[config.mk]
export PLATFORM = sky130hd
export DESIGN_NAME = pwm_sequence_decoder_dma
export DESIGN_NICKNAME = d
export VERILOG_FILES = /design/src/shared/pwm_seq_pkg.sv /design/src/seq_fifo.sv /design/src/period_pacer.sv /design/src/pwm_sequence_decoder_dma.sv
export SDC_FILE = /design/constraint.sdc
export NUM_CORES = 1
export LEC_CHECK = 0
export BUFFER_PORTS_ARGS = -buffer_cell sky130_fd_sc_hd__buf_4
export CAP_MARGIN = 20
export CORE_MARGIN = 1.5
export CORE_UTILIZATION = 55
export DETAILED_ROUTE_END_ITERATION = 8
export GPL_ROUTABILITY_DRIVEN = 0
export PLACE_DENSITY = 0.76
export SLEW_MARGIN = 0
export SYNTH_ARGS = -nofsm -noshare
export SYNTH_HDL_FRONTEND = slang
export SYNTH_SLANG_ARGS = --single-unit
[constraint.sdc]
create_clock -name clock_i -period 5.86 [get_ports clock_i]
set_input_delay 0.879 -clock clock_i [delete_from_list [all_inputs] [get_ports clock_i]]
set_output_delay 0.879 -clock clock_i [all_outputs]
set_load 0.1 [all_outputs]
[src/shared/pwm_seq_pkg.sv]
package pwm_seq_pkg;

  localparam int CMP_W = 15;
  localparam int WORD_W = 16;
  localparam int ADDR_W = 32;
  localparam int LEN_W = 15;
  localparam int REFRESH_W = 24;
  localparam int CHANNELS = 4;
  localparam int POL_BIT = 15;
  localparam logic [ADDR_W-1:0] WORD_BYTES = 32'h0000_0002;
  localparam int WAVE_TOP_SLOT = 3;
  localparam int WAVE_LAST_CH = 2;
  localparam logic [2:0] WPS_COMMON = 3'h1;
  localparam logic [2:0] WPS_GROUPED = 3'h2;
  localparam logic [2:0] WPS_INDIVIDUAL = 3'h4;
  localparam logic [2:0] WPS_WAVE = 3'h4;
  localparam logic [CMP_W-1:0] TOP_RESET = 15'h03E8;
  localparam logic [3:0] IDLE_PINS_RESET = 4'h0;

  typedef enum logic [1:0] {
    LAYOUT_COMMON = 2'h0,
    LAYOUT_GROUPED = 2'h1,
    LAYOUT_INDIVIDUAL = 2'h2,
    WAVE_LAYOUT = 2'h3
  } layout_t;

  typedef struct packed {
    logic pol;
    logic [CMP_W-1:0] val;
  } cmp_t;

  typedef struct packed {
    logic [ADDR_W-1:0] sequence_base;
    logic [LEN_W-1:0] sequence_length;
    logic [REFRESH_W-1:0] refresh;
  } seq_cfg_t;

  typedef enum logic [2:0] {
    ST_IDLE = 3'b001,
    ST_PRIME = 3'b010,
    ST_RUN = 3'b100
  } gen_state_t;

endpackage : pwm_seq_pkg

[src/seq_fifo.sv]
`timescale 1ns/100ps
module seq_fifo #(
  parameter int WIDTH = 16,
  parameter int DEPTH = 32
) (
  input wire logic clock_i,
  input wire logic srst_i,
  input wire logic flush_i,
  input wire logic in_valid_i,
  output logic in_ready_o,
  input wire logic [WIDTH-1:0] in_data_i,
  output logic out_valid_o,
  input wire logic out_ready_i,
  output logic [WIDTH-1:0] out_data_o
);
  localparam int PW = (DEPTH > 1) ? $clog2(DEPTH) : 1;
  localparam int CW = $clog2(DEPTH + 1);
  localparam logic [PW-1:0] LAST = PW'(DEPTH - 1);
  localparam logic [CW-1:0] FULL = CW'(DEPTH);

  if (DEPTH < 2 || WIDTH < 1) begin : g_bad_param
    $error("seq_fifo needs DEPTH >= 2 and WIDTH >= 1");
  end

  logic [WIDTH-1:0] mem [DEPTH];
  logic [PW-1:0] wr_r;
  logic [PW-1:0] rd_r;
  logic [CW-1:0] count_r;
  logic push;
  logic pop;

  assign in_ready_o = (count_r != FULL);
  assign out_valid_o = (count_r != '0);
  assign out_data_o = mem[rd_r];
  assign push = in_valid_i && in_ready_o;
  assign pop = out_valid_o && out_ready_i;

  always_ff @(posedge clock_i) begin
    if (push) begin
      mem[wr_r] <= in_data_i;
    end
  end

  // pointers wrap by compare so any depth works, not only powers of two
  always_ff @(posedge clock_i) begin
    if (srst_i || flush_i) begin
      wr_r <= '0;
      rd_r <= '0;
      count_r <= '0;
    end else begin
      if (push) begin
        wr_r <= (wr_r == LAST) ? '0 : wr_r + 1'b1;
      end
      if (pop) begin
        rd_r <= (rd_r == LAST) ? '0 : rd_r + 1'b1;
      end
      if (push && !pop) begin
        count_r <= count_r + 1'b1;
      end else if (pop && !push) begin
        count_r <= count_r - 1'b1;
      end
    end
  end
endmodule : seq_fifo

[src/period_pacer.sv]
`timescale 1ns/100ps
module period_pacer #(
  parameter int W = 24
) (
  input wire logic clock_i,
  input wire logic srst_i,
  input wire logic tick_i,
  input wire logic clear_i,
  input wire logic [W-1:0] limit_i,
  output logic due_o
);
  if (W < 1) begin : g_bad_param
    $error("period_pacer needs W >= 1");
  end

  logic [W-1:0] cnt_r;

  // due on the (limit+1)th period end since the last load
  assign due_o = (cnt_r >= limit_i);

  always_ff @(posedge clock_i) begin
    if (srst_i || clear_i) begin
      cnt_r <= '0;
    end else if (tick_i && !(&cnt_r)) begin
      cnt_r <= cnt_r + 1'b1;
    end
  end
endmodule : period_pacer

[src/pwm_sequence_decoder_dma.sv]
// Function
// - sequence word: bit 15 is polarity, bits 14:0 the compare value
// - polarity 0 makes the first edge rise, 1 makes it fall
// - layout picks common, grouped or per-channel loading of compare values
// - wave layout drives only outputs zero to two
// - wave layout takes four words per step, the fourth is the period top
// - refresh count N applies a new value every (N+1)th period
// - refresh count zero applies a new value every period
// - manual advance mode ignores refresh, loads on each advance task
// - grouped takes one word per group, individual one per channel
// - begin while idle fetches first value before generation starts
// - begun event once first word read and counter runs with it
// - sequence is played exactly once, no chaining
// - done event when last word is loaded and starts executing
// - after the end keep generating with the last loaded values
// - stop accepted while not idle, halts at period end (at once while priming), event, idle pins
// - after stop only a begin task restarts, after first fetch
// - base and length captured when the begin task arrives
// - counter wraps to zero at the period top and outputs toggle
// - outside wave layout the new top applies at period end
`timescale 1ns/100ps
module pwm_sequence_decoder_dma #(
  parameter int FIFO_DEPTH = 32
) (
  input wire logic clock_i,
  input wire logic srst_i,
  input wire logic [1:0] sequence_begin_task_i,
  input wire logic advance_task_i,
  input wire logic stop_task_i,
  input wire pwm_seq_pkg::layout_t load_layout_i,
  input wire logic manual_advance_mode_i,
  input wire pwm_seq_pkg::seq_cfg_t seq0_cfg_i,
  input wire pwm_seq_pkg::seq_cfg_t seq1_cfg_i,
  input wire logic [pwm_seq_pkg::CMP_W-1:0] period_top_i,
  input wire logic [pwm_seq_pkg::CHANNELS-1:0] idle_level_i,
  output logic rd_req_o,
  output logic [pwm_seq_pkg::ADDR_W-1:0] rd_addr_o,
  input wire logic rd_ack_i,
  input wire logic rd_valid_i,
  input wire logic [pwm_seq_pkg::WORD_W-1:0] rd_data_i,
  output logic [pwm_seq_pkg::CHANNELS-1:0] pwm_o,
  output logic running_o,
  output logic [1:0] sequence_begun_event_o,
  output logic [1:0] sequence_done_event_o,
  output logic period_end_event_o,
  output logic stopped_event_o
);
  import pwm_seq_pkg::*;

  if (FIFO_DEPTH < 4) begin : g_bad_param
    $error("FIFO_DEPTH must hold at least one step of four words");
  end

  gen_state_t state_r;
  logic seq_sel_r;
  logic [ADDR_W-1:0] base_r;
  logic [LEN_W-1:0] len_r;
  logic [LEN_W-1:0] fetch_idx_r;
  logic [LEN_W-1:0] popped_r;
  logic rd_req_r;
  logic pend_r;
  logic discard_r;
  logic [ADDR_W-1:0] rd_addr_r;
  logic [WORD_W-1:0] stage_r [CHANNELS];
  logic [2:0] stage_cnt_r;
  cmp_t cmp_r [CHANNELS];
  logic [CMP_W-1:0] top_r;
  logic [CMP_W-1:0] cnt_r;
  logic first_r;
  logic adv_pend_r;
  logic stop_pend_r;
  logic [CHANNELS-1:0] pwm_r;
  logic running_r;
  logic [1:0] begun_r;
  logic [1:0] done_r;
  logic period_end_r;
  logic stopped_r;

  logic begin_task;
  logic begin_sel;
  seq_cfg_t begin_cfg;
  logic [2:0] wps;
  logic step_ready;
  logic last_step;
  logic period_end;
  logic pacer_due;
  logic due;
  logic apply;
  logic halt;
  logic flush;
  logic issue;
  logic fifo_in_ready;
  logic fifo_out_valid;
  logic [WORD_W-1:0] fifo_out_data;
  logic pop;
  logic [REFRESH_W-1:0] refresh_sel;

  // sequence 0 wins if both begin tasks arrive together
  assign begin_sel = !sequence_begin_task_i[0];
  assign begin_cfg = begin_sel ? seq1_cfg_i : seq0_cfg_i;
  // an empty sequence has nothing to play, so its begin task is dropped
  assign begin_task = (|sequence_begin_task_i) && (begin_cfg.sequence_length != '0);
  assign refresh_sel = seq_sel_r ? seq1_cfg_i.refresh : seq0_cfg_i.refresh;

  always_comb begin
    case (load_layout_i)
      LAYOUT_COMMON: wps = WPS_COMMON;
      LAYOUT_GROUPED: wps = WPS_GROUPED;
      LAYOUT_INDIVIDUAL: wps = WPS_INDIVIDUAL;
      WAVE_LAYOUT: wps = WPS_WAVE;
      default: wps = WPS_COMMON;
    endcase
  end

  // a short tail still forms a step; unfilled slots keep their old values
  assign step_ready = (stage_cnt_r == wps) || (stage_cnt_r != '0 && popped_r == len_r);
  assign last_step = (popped_r == len_r);
  assign period_end = (state_r == ST_RUN) && ({1'b0, cnt_r} + 16'h0001 >= {1'b0, top_r});
  assign due = manual_advance_mode_i ? adv_pend_r : pacer_due;
  assign apply = step_ready && !begin_task &&
    ((state_r == ST_PRIME) || (period_end && due && !stop_pend_r));
  assign halt = (stop_pend_r || stop_task_i) && !begin_task &&
    ((state_r == ST_PRIME) || period_end);
  assign flush = begin_task || halt;
  assign pop = fifo_out_valid && (stage_cnt_r < wps) && !step_ready && !flush;
  // one read in flight at most, so a granted slot is always free on return
  assign issue = (state_r != ST_IDLE) && (fetch_idx_r != len_r) && !rd_req_r &&
    !pend_r && fifo_in_ready && !flush;

  period_pacer #(
    .W(REFRESH_W)
  ) u_pacer (
    .clock_i(clock_i),
    .srst_i(srst_i),
    .tick_i(period_end),
    .clear_i(apply || flush),
    .limit_i(refresh_sel),
    .due_o(pacer_due)
  );

  seq_fifo #(
    .WIDTH(WORD_W),
    .DEPTH(FIFO_DEPTH)
  ) u_fifo (
    .clock_i(clock_i),
    .srst_i(srst_i),
    .flush_i(flush),
    .in_valid_i(rd_valid_i && !discard_r),
    .in_ready_o(fifo_in_ready),
    .in_data_i(rd_data_i),
    .out_valid_o(fifo_out_valid),
    .out_ready_i(pop),
    .out_data_o(fifo_out_data)
  );

  always_ff @(posedge clock_i) begin
    if (srst_i) begin
      state_r <= ST_IDLE;
    end else if (begin_task) begin
      state_r <= (state_r == ST_RUN) ? ST_RUN : ST_PRIME;
    end else if (halt) begin
      state_r <= ST_IDLE;
    end else if (apply && state_r == ST_PRIME) begin
      state_r <= ST_RUN;
    end
  end

  always_ff @(posedge clock_i) begin
    if (srst_i) begin
      seq_sel_r <= 1'b0;
      base_r <= '0;
      len_r <= '0;
    end else if (begin_task) begin
      seq_sel_r <= begin_sel;
      base_r <= begin_cfg.sequence_base;
      len_r <= begin_cfg.sequence_length;
    end
  end

  // read master: request held until acknowledged, data returns later
  always_ff @(posedge clock_i) begin
    if (srst_i) begin
      rd_req_r <= 1'b0;
      pend_r <= 1'b0;
      discard_r <= 1'b0;
      rd_addr_r <= '0;
      fetch_idx_r <= '0;
    end else begin
      if (flush) begin
        fetch_idx_r <= '0;
      end else if (issue) begin
        fetch_idx_r <= fetch_idx_r + 1'b1;
      end
      if (issue) begin
        rd_req_r <= 1'b1;
        rd_addr_r <= base_r + ADDR_W'(fetch_idx_r) * WORD_BYTES;
      end else if (rd_req_r && rd_ack_i) begin
        rd_req_r <= 1'b0;
      end
      if (rd_req_r && rd_ack_i) begin
        pend_r <= 1'b1;
      end else if (rd_valid_i) begin
        pend_r <= 1'b0;
      end
      // a read already on the bus at restart is completed and thrown away
      if (flush && (rd_req_r || pend_r)) begin
        discard_r <= 1'b1;
      end else if (rd_valid_i) begin
        discard_r <= 1'b0;
      end
    end
  end

  always_ff @(posedge clock_i) begin
    if (srst_i || flush) begin
      stage_cnt_r <= '0;
      popped_r <= '0;
    end else begin
      if (pop) begin
        stage_r[stage_cnt_r[1:0]] <= fifo_out_data;
        popped_r <= popped_r + 1'b1;
      end
      if (apply) begin
        stage_cnt_r <= '0;
      end else if (pop) begin
        stage_cnt_r <= stage_cnt_r + 1'b1;
      end
    end
  end

  // compare values only change at period end or before the counter runs
  always_ff @(posedge clock_i) begin
    if (srst_i) begin
      for (int i = 0; i < CHANNELS; i++) begin
        cmp_r[i] <= '0;
      end
    end else if (apply) begin
      for (int i = 0; i < CHANNELS; i++) begin
        logic [2:0] src;
        src = 3'h0;
        case (load_layout_i)
          LAYOUT_COMMON: src = 3'h0;
          LAYOUT_GROUPED: src = 3'(i / 2);
          default: src = 3'(i);
        endcase
        if (src < stage_cnt_r && !(load_layout_i == WAVE_LAYOUT && i > WAVE_LAST_CH)) begin
          cmp_r[i] <= '{pol: stage_r[src[1:0]][POL_BIT],
                        val: stage_r[src[1:0]][CMP_W-1:0]};
        end
      end
    end
  end

  always_ff @(posedge clock_i) begin
    if (srst_i) begin
      top_r <= TOP_RESET;
    end else if (apply && load_layout_i == WAVE_LAYOUT) begin
      if (stage_cnt_r == WPS_WAVE) begin
        top_r <= stage_r[WAVE_TOP_SLOT][CMP_W-1:0];
      end
    end else if (load_layout_i != WAVE_LAYOUT && (period_end || apply)) begin
      top_r <= period_top_i;
    end
  end

  always_ff @(posedge clock_i) begin
    if (srst_i || state_r != ST_RUN) begin
      cnt_r <= '0;
    end else if (period_end) begin
      cnt_r <= '0;
    end else begin
      cnt_r <= cnt_r + 1'b1;
    end
  end

  always_ff @(posedge clock_i) begin
    if (srst_i) begin
      first_r <= 1'b0;
      adv_pend_r <= 1'b0;
      stop_pend_r <= 1'b0;
    end else begin
      if (begin_task) begin
        first_r <= 1'b1;
      end else if (apply) begin
        first_r <= 1'b0;
      end
      // a task landing with the load that consumes it is kept
      if (advance_task_i && state_r != ST_IDLE) begin
        adv_pend_r <= 1'b1;
      end else if (apply || flush) begin
        adv_pend_r <= 1'b0;
      end
      if (stop_task_i && state_r != ST_IDLE && !halt) begin
        stop_pend_r <= 1'b1;
      end else if (halt || begin_task) begin
        stop_pend_r <= 1'b0;
      end
    end
  end

  always_ff @(posedge clock_i) begin
    if (srst_i) begin
      begun_r <= '0;
      done_r <= '0;
      period_end_r <= 1'b0;
      stopped_r <= 1'b0;
    end else begin
      begun_r <= (apply && first_r) ? (2'h1 << seq_sel_r) : 2'h0;
      // no chaining: the last step ends playback, later periods reuse it
      done_r <= (apply && last_step) ? (2'h1 << seq_sel_r) : 2'h0;
      period_end_r <= period_end;
      stopped_r <= halt;
    end
  end

  always_ff @(posedge clock_i) begin
    if (srst_i) begin
      pwm_r <= IDLE_PINS_RESET;
      running_r <= 1'b0;
    end else begin
      running_r <= (state_r == ST_RUN);
      for (int i = 0; i < CHANNELS; i++) begin
        if (state_r != ST_RUN || (load_layout_i == WAVE_LAYOUT && i > WAVE_LAST_CH)) begin
          pwm_r[i] <= idle_level_i[i];
        end else begin
          pwm_r[i] <= (cnt_r < cmp_r[i].val) ? cmp_r[i].pol : !cmp_r[i].pol;
        end
      end
    end
  end

  assign rd_req_o = rd_req_r;
  assign rd_addr_o = rd_addr_r;
  assign pwm_o = pwm_r;
  assign running_o = running_r;
  assign sequence_begun_event_o = begun_r;
  assign sequence_done_event_o = done_r;
  assign period_end_event_o = period_end_r;
  assign stopped_event_o = stopped_r;
endmodule : pwm_sequence_decoder_dma

# ---- Word level (Yosys, flattened, before mapping)
# Memory sizes are Yosys's and may differ from the RTL's. A register that Yosys moved wholly into a read port is not among the register bits.
# Cells that the tools add are included.
dict set report classes {
  n_bitwise 6
  mul 0
  n_reduce_logical 86
  muxes 74
  addsub 11
  n_eq_ne 16
  shift 1
  magnitude_cmp 11
  div 0
}
# op count
set ops {}
lappend ops {{$mux 71} 1}
lappend ops {{$mux 16} 4}
lappend ops {{$lt 15x15->1} 4}
lappend ops {{$add 15x1->15 const B} 3}
lappend ops {{$mux 15} 3}
lappend ops {{$mux 1} 44}
lappend ops {{$mux 3} 12}
lappend ops {{$logic_and 1x1->1} 34}
lappend ops {{$add 32x16->32} 1}
lappend ops {{$add 24x1->24 const B} 1}
lappend ops {{$ge 24x24->1} 1}
lappend ops {{$mux 24} 1}
lappend ops {{$reduce_and 24->1} 1}
lappend ops {{$mux 5} 4}
lappend ops {{$logic_not 1->1} 17}
lappend ops {{$add 15x1->16 const B} 1}
lappend ops {{$ge 16x15->1} 1}
lappend ops {{$reduce_bool 2->1} 8}
lappend ops {{$reduce_or 2->1} 8}
lappend ops {{$eq 15x15->1} 1}
lappend ops {{$lt 3x3->1} 5}
lappend ops {{$ne 15x15->1} 1}
lappend ops {{$reduce_bool 15->1} 1}
lappend ops {{$logic_or 1x1->1} 12}
lappend ops {{25 further kinds} 36}
dict set report totals {
  regBits 203
  output_inout_bits 44
  mem_count 3
  ram_bits 640
  word_cells 234
  input_bits 188
  rom_bits 0
  latchBits 0
}
# memory words width read_ports rd_ports_with_merged_regs wr line
set mem_list {}
lappend mem_list {u_fifo.mem 32 16 1 1 1 seq_fifo.sv:25} ;# logic [WIDTH-1:0] mem [DEPTH];
lappend mem_list {cmp_r 4 16 4 0 4 pwm_sequence_decoder_dma.sv:66} ;# cmp_t cmp_r [CHANNELS];
lappend mem_list {stage_r 4 16 5 0 1 pwm_sequence_decoder_dma.sv:64} ;# logic [WORD_W-1:0] stage_r [CHANNELS];

# ---- Longest topological paths before layout
dict set report logic_depth {
  word_depth 16
  mapped_depth 23
  ltp_nobuf 22
}

# ---- Modules after synthesis
# A second synthesis with hierarchy kept.
dict set report hier_totals {
  cells_unflattened 2877
  area_unflattened_um2 37955.2
}
# module seq_area_each_um2 n_inst cells_per_inst area_per_inst_um2
set modules_own_cells {}
lappend modules_own_cells {seq_fifo 15795.1 1 1085 20769.9}
lappend modules_own_cells {pwm_sequence_decoder_dma 7106.8 1 1564 15362.2}
lappend modules_own_cells {period_pacer 480.5 1 228 1823.0}

# ---- Least setup slack after synthesis
# No wires, ideal clock.
dict set report synth_path {
  kind {input-to-reg}
  start {input load_layout_i[0]}
  end {register u_fifo.count_r[5]}
  path_buffers 4
  slack_ns 0.352
  path_stages 22
  setup_time_ns 0.070
  arrival_ns 5.439
  cell_sequence {clkbuf_1 -> buf_1 -> clkbuf_1 -> nor2_1 -> ha_1 -> nand2b_1 -> a21oi_1 -> nor2b_1 -> a2111oi_2 -> nor4b_4 -> buf_2 -> inv_1 -> ha_1 -> inv_1 -> ha_1 -> a21o_1 -> a21oi_1 -> o21bai_1 -> a21oi_1 -> xnor2_1 -> or3_1 -> a21oi_1}
}
dict set report synth_between {
  elab_chain_cells 12
  word_cells_on_any_way 19
  cone_classes {order compare: 1; eq/ne: 4; mux: 2; reduce/logical: 12}
}
# element line
set synth_rtl {}
lappend synth_rtl {{start, declared} pwm_sequence_decoder_dma.sv:30} ;# input wire pwm_seq_pkg::layout_t load_layout_i,
lappend synth_rtl {{$eq 2x2->1} pwm_sequence_decoder_dma.sv:106} ;# case (load_layout_i)
lappend synth_rtl {{$reduce_or 2->1 (no source line)} -}
lappend synth_rtl {{$pmux 3 s3 *} pwm_sequence_decoder_dma.sv:106}
lappend synth_rtl {{parallel branches: the longest is 3 deep, another holds $lt 3x3->1} -}
lappend synth_rtl {{$logic_and 1x1->1 * (2 in series)} pwm_sequence_decoder_dma.sv:125} ;# assign pop = fifo_out_valid && (stage_cnt_r < wps) && !step_ready && !flush;
lappend synth_rtl {{$logic_and 1x1->1 *} seq_fifo.sv:36} ;# assign pop = out_valid_o && out_ready_i;
lappend synth_rtl {{$logic_not 1->1} seq_fifo.sv:57} ;# if (push && !pop) begin
lappend synth_rtl {{$logic_and 1x1->1} seq_fifo.sv:57}
lappend synth_rtl {{$mux 6 / $reduce_bool 2->1 (equally long branches)} -}
lappend synth_rtl {{end signal, assigned} seq_fifo.sv:58} ;# count_r <= count_r + 1'b1;
lappend synth_rtl {{end signal, assigned} seq_fifo.sv:60} ;# count_r <= count_r - 1'b1;
lappend synth_rtl {{end, declared} seq_fifo.sv:28} ;# logic [CW-1:0] count_r;
# Mark *: on every way between the ends.
# A chain may end at the register's enable or synchronous reset.

# ---- Worst setup path in the final report
dict set report layout_path {
  start {register cnt_r[1]}
  end {register u_fifo.count_r[5]}
}
dict set report layout_between {
  elab_chain_cells 12
  word_cells_on_any_way 15
  cone_classes {add/sub: 1; order compare: 1; mux: 1; reduce/logical: 12}
}
# element line
set layout_rtl {}
lappend layout_rtl {{start, declared} pwm_sequence_decoder_dma.sv:68} ;# logic [CMP_W-1:0] cnt_r;
lappend layout_rtl {{start signal, assigned} pwm_sequence_decoder_dma.sv:272} ;# cnt_r <= cnt_r + 1'b1;
lappend layout_rtl {{$add 15x1->16 *} pwm_sequence_decoder_dma.sv:118} ;# assign period_end = (state_r == ST_RUN) && ({1'b0, cnt_r} + 16'h0001 >= {1'b0, top_r});
lappend layout_rtl {{$ge 16x15->1 *} pwm_sequence_decoder_dma.sv:118}
lappend layout_rtl {{$logic_and 1x1->1 *} pwm_sequence_decoder_dma.sv:118}
lappend layout_rtl {{$logic_or 1x1->1 *} pwm_sequence_decoder_dma.sv:123} ;# ((state_r == ST_PRIME) || period_end);
lappend layout_rtl {{$logic_and 1x1->1 *} pwm_sequence_decoder_dma.sv:122} ;# assign halt = (stop_pend_r || stop_task_i) && !begin_task &&
lappend layout_rtl {{$logic_or 1x1->1 *} pwm_sequence_decoder_dma.sv:124} ;# assign flush = begin_task || halt;
lappend layout_rtl {{$logic_not 1->1} pwm_sequence_decoder_dma.sv:125}
lappend layout_rtl {{$logic_and 1x1->1} pwm_sequence_decoder_dma.sv:125}
lappend layout_rtl {{$logic_and 1x1->1} seq_fifo.sv:36}
lappend layout_rtl {{$logic_not 1->1} seq_fifo.sv:57}
lappend layout_rtl {{$logic_and 1x1->1} seq_fifo.sv:57}
lappend layout_rtl {{$mux 6 / $reduce_bool 2->1 (equally long branches)} -}
# Every way passes the cells marked *; elsewhere a longest branch is shown, timed or not.

==> run metrics <==
Post-synth EDFFs=640; ANT nets after route=0; CP arrival=approximately 5800 ps; Synth cell types=between 70 and 80; worst r2r path cells=21; Routed WL=roughly 91 mm; die height=264 um; yosys warns=0; post-synth top area share=about half; Synth Instances=around 2600; Hold Vio Cnt, Final=0; Post-synth top flop=edfxtp_1; Synth Register Bits=~850; Pwr Density=roughly 300 mW/mm^2; most frequent cells after synthesis=640 x edfxtp_1, 283 x nor2_1, 208 x dfxtp_1; RSZ-0062 raised after global routing=false; Least-Margin Pin Slew=between 1000 and 1500 ps; largest area contributor in the netlist=edfxtp_1; htree depth=3; Clock Sink Count=~850; core box area=slightly below 0.07 sq mm; Max Clk Rate=around 190 MHz; Hold Startpoint=discard_r$_SDFFE_PP0P_; Num CTS Buffers=84; Hold Path Cell Cnt=2; static leakage=between 15 and 20 nW; top cells by area, synth=edfxtp_1 51%, dfxtp_1 11%, mux4_2 9.6%, ha_1 4.5%, mux2i_1 3.3%; largest net degree at the start of global routing=roughly 100; Sequential Area=about 0.023 sq mm; Syn Area/Cell=between 10 and 15 sq um; reg2reg end=u_fifo.count_r[5]$_SDFFE_PP0P_; CP endpoint kind=register; R2R Setup Slk=between 600 and 700 ps; CTS Hold Bufs=0; Synth Net Count=between 2000 and 3000; clock buffer depth=3; Clock Skews=~22 ps; filler instances=~4700; number of setup buffers added after CTS=0; via count=approximately 23000; first-pass GRT wire length=between 100 and 150 mm; # port buffers=~230; CP max stage cell=a221oi_1; CP dominant cell by count=ha_1; Worst VDD drop=0.000300 V; FFs w/ async S/R, synth=0%; multi-input combinational cell area=~0.013 sq mm; worst path bufs/invs=2; root buffer cell=clkbuf_16; r2r startpoint=cnt_r[1]$_SDFF_PP0_; Final setup viols=0; Hold Crit Class=reg2reg; drt first pass iters=7; Rel. slew slack=between 20% and 30%; delay-heaviest family, CP=simple AND/OR/NAND/NOR gates; WP data required=between 6000 and 7000 ps; CTS tree=yes; residual DRC count=0; status=finished clean; slowest cell delay on critical path=around 650 ps; Critical Path Source Type=register; kind of critical path=reg2reg; sequential cell area fraction in the yosys report=between 60% and 70%; antenna cell count=0; Rows=95; worst-path fanout max=6; Netlist Area Pre-Place=between 0.03 and 0.04 sq mm; GRT Overall Usage=around a quarter; Post-DP HPWL=57.7 mm; Total Neg Setup Slack=0 ps; minimum clock period=about 5200 ps; Vias/cell=between 6 and 7; total of max-cap violations=0; gr ovfl total=0; WP depth=21; IO Count=about 230; worst hold endpoint=discard_r$_SDFFE_PP0P_; final hold slack=470 ps; most common cell in the synthesized netlist=edfxtp_1; die area=roughly 0.070 sq mm; die width=264 um; vias in the first global route=about 23000; nets=between 3000 and 4000; final worst-path cycle share=around nine tenths; insertion delay to the later sink of the worst-skew pair=650 ps; share of layout cells above drive strength 1=about a fifth; Area Overhead vs Synth=15.2%; crit-path cells=ha_1 -> nand2_1 -> nor2_1 -> nand3_1 -> xnor2_1 -> ha_1 -> and3_1 -> a221oi_1 -> nor2_1 -> nor4b_4 -> inv_1 -> ha_1 -> inv_1 -> ha_1 -> a21o_1 -> a21oi_1 -> o21bai_1 -> a21oi_1 -> xnor2_1 -> or3_1 -> a21oi_1; Initial Utilization=a little under three fifths; initial antenna violation count=3; post-DR wirelength/cell=about 24 um; Pins Over Slew Limit=0; Initial DRC Count=between 2000 and 2500; post-cts resize count=0; clock transition at the registers of the reported paths=60 ps
[state kept, by name (all words and copies together) (netlist names), 6 cells and up, named ones only]
signal,flops
u_fifo.mem,512
cmp_r,64
stage_r,64
base_r,32
rd_addr_o,32
u_pacer.cnt_r,24
cnt_r,15
fetch_idx_r,15
len_r,15
popped_r,15
top_r,15
u_fifo.count_r,6
[cells in the final DEF, fill, tap and decap left out, types with 26 or more instances in the layout]
cell type,n
a211oi_1,87
a21oi_1,65
buf_4,286
clkbuf_16,85
dfxtp_1,205
edfxtp_1,640
ha_1,135
inv_1,99
mux2i_1,125
mux4_2,160
nand2_1,62
nand3_1,50
nand4_1,39
nor2_1,282
nor2b_1,40
nor3_1,59
nor4_1,26
o21ai_0,28
xnor2_1,74
xor2_1,57
[worst max-delay path by stage]
stage                              from                              to  slack (ps)
floorplan              load_layout_i[0]  u_fifo.count_r[5]$_SDFFE_PP0P_         350
global placement    cnt_r[2]$_SDFF_PP0_  u_fifo.count_r[5]$_SDFFE_PP0P_         850
detailed placement  cnt_r[1]$_SDFF_PP0_  u_fifo.count_r[5]$_SDFFE_PP0P_         720
CTS                 cnt_r[1]$_SDFF_PP0_  u_fifo.count_r[5]$_SDFFE_PP0P_         660
global route        cnt_r[0]$_SDFF_PP0_  u_fifo.count_r[5]$_SDFFE_PP0P_         300
finish              cnt_r[1]$_SDFF_PP0_  u_fifo.count_r[5]$_SDFFE_PP0P_         650
[cell families after synthesis]
| logic type | Yosys count | share of synthesized area, % |
|---|---|---|
| AO/OA/AOI/OAI | 276 | 5.09 |
| XOR/XNOR | 132 | 3.11 |
| adder cells (fa/ha/maj) | 137 | 4.62 |
| buffers and inverters | 225 | 2.42 |
| flip-flops | 848 | 62.5 |
| multiplexers | 302 | 13.5 |
| AND/OR/NAND/NOR | 669 | 8.81 |
[power by group]
group / internal, mW / switching (mW) / total, mW
combinational: 0.270 / 0.444 / 0.714
clock: 3.34 / 2.33 / 5.67
sequential: 6.52 / 0.0565 / 6.58
total: 10.1 / 2.84 / 13.0
[cell type report]
cell class / instances / share of cell area, %
multi-input cells: 1516 / 30.5
repair buffers: 289 / 5.08
well taps: 873 / 2.53
clock buffers: 97 / 5.11
clock inverters: 58 / 1.63
flip-flops and latches: 848 / 54.2
inverters: 101 / 0.879
[worst register-to-register path, cell delays in order (launching register included)]
cell      delay (ps)
dfxtp_1          460
ha_1             270
nand2_1           90
nor2_1           280
nand3_1          150
xnor2_1          250
ha_1             290
and3_1           170
a221oi_1         650
nor2_1           280
nor4b_4          320
inv_1             80
ha_1             210
inv_1            170
ha_1             270
a21o_1           190
a21oi_1          240
o21bai_1         100
a21oi_1          180
xnor2_1           90
or3_1            300
a21oi_1          130
[per-layer routing]
| layer | part of all wire [%] | routed length (um) | vias to the layer above | GRT usage (%) |
|---|---|---|---|---|
| met2 | 49 | 44200 | 1051 | 43.1 |
| met4 | 2.9 | 2590 | 6 | 8.39 |
| met3 | 7.8 | 7080 | 169 | 4.69 |
| met1 | 40 | 36600 | 11500 | 34.8 |
| li1 | - | - | 10400 | - |
| met5 | 0.048 | 43 | - | 0 |
[per-stage QoR]
step                instances  area [sq um]  worst slack, ps  power, mW  util [%]
finish                   3782         43100              651       13.0      64.1
global route             3782         43100              303       13.3      64.1
floorplan                2589         37400              352       7.12         -
detailed placement       3627         40200              715       7.42      59.8
CTS                      3782         43100              661       13.0      64.1
global placement         3626         40200              851       7.39      59.8
(Power assumes the default switching activity.)
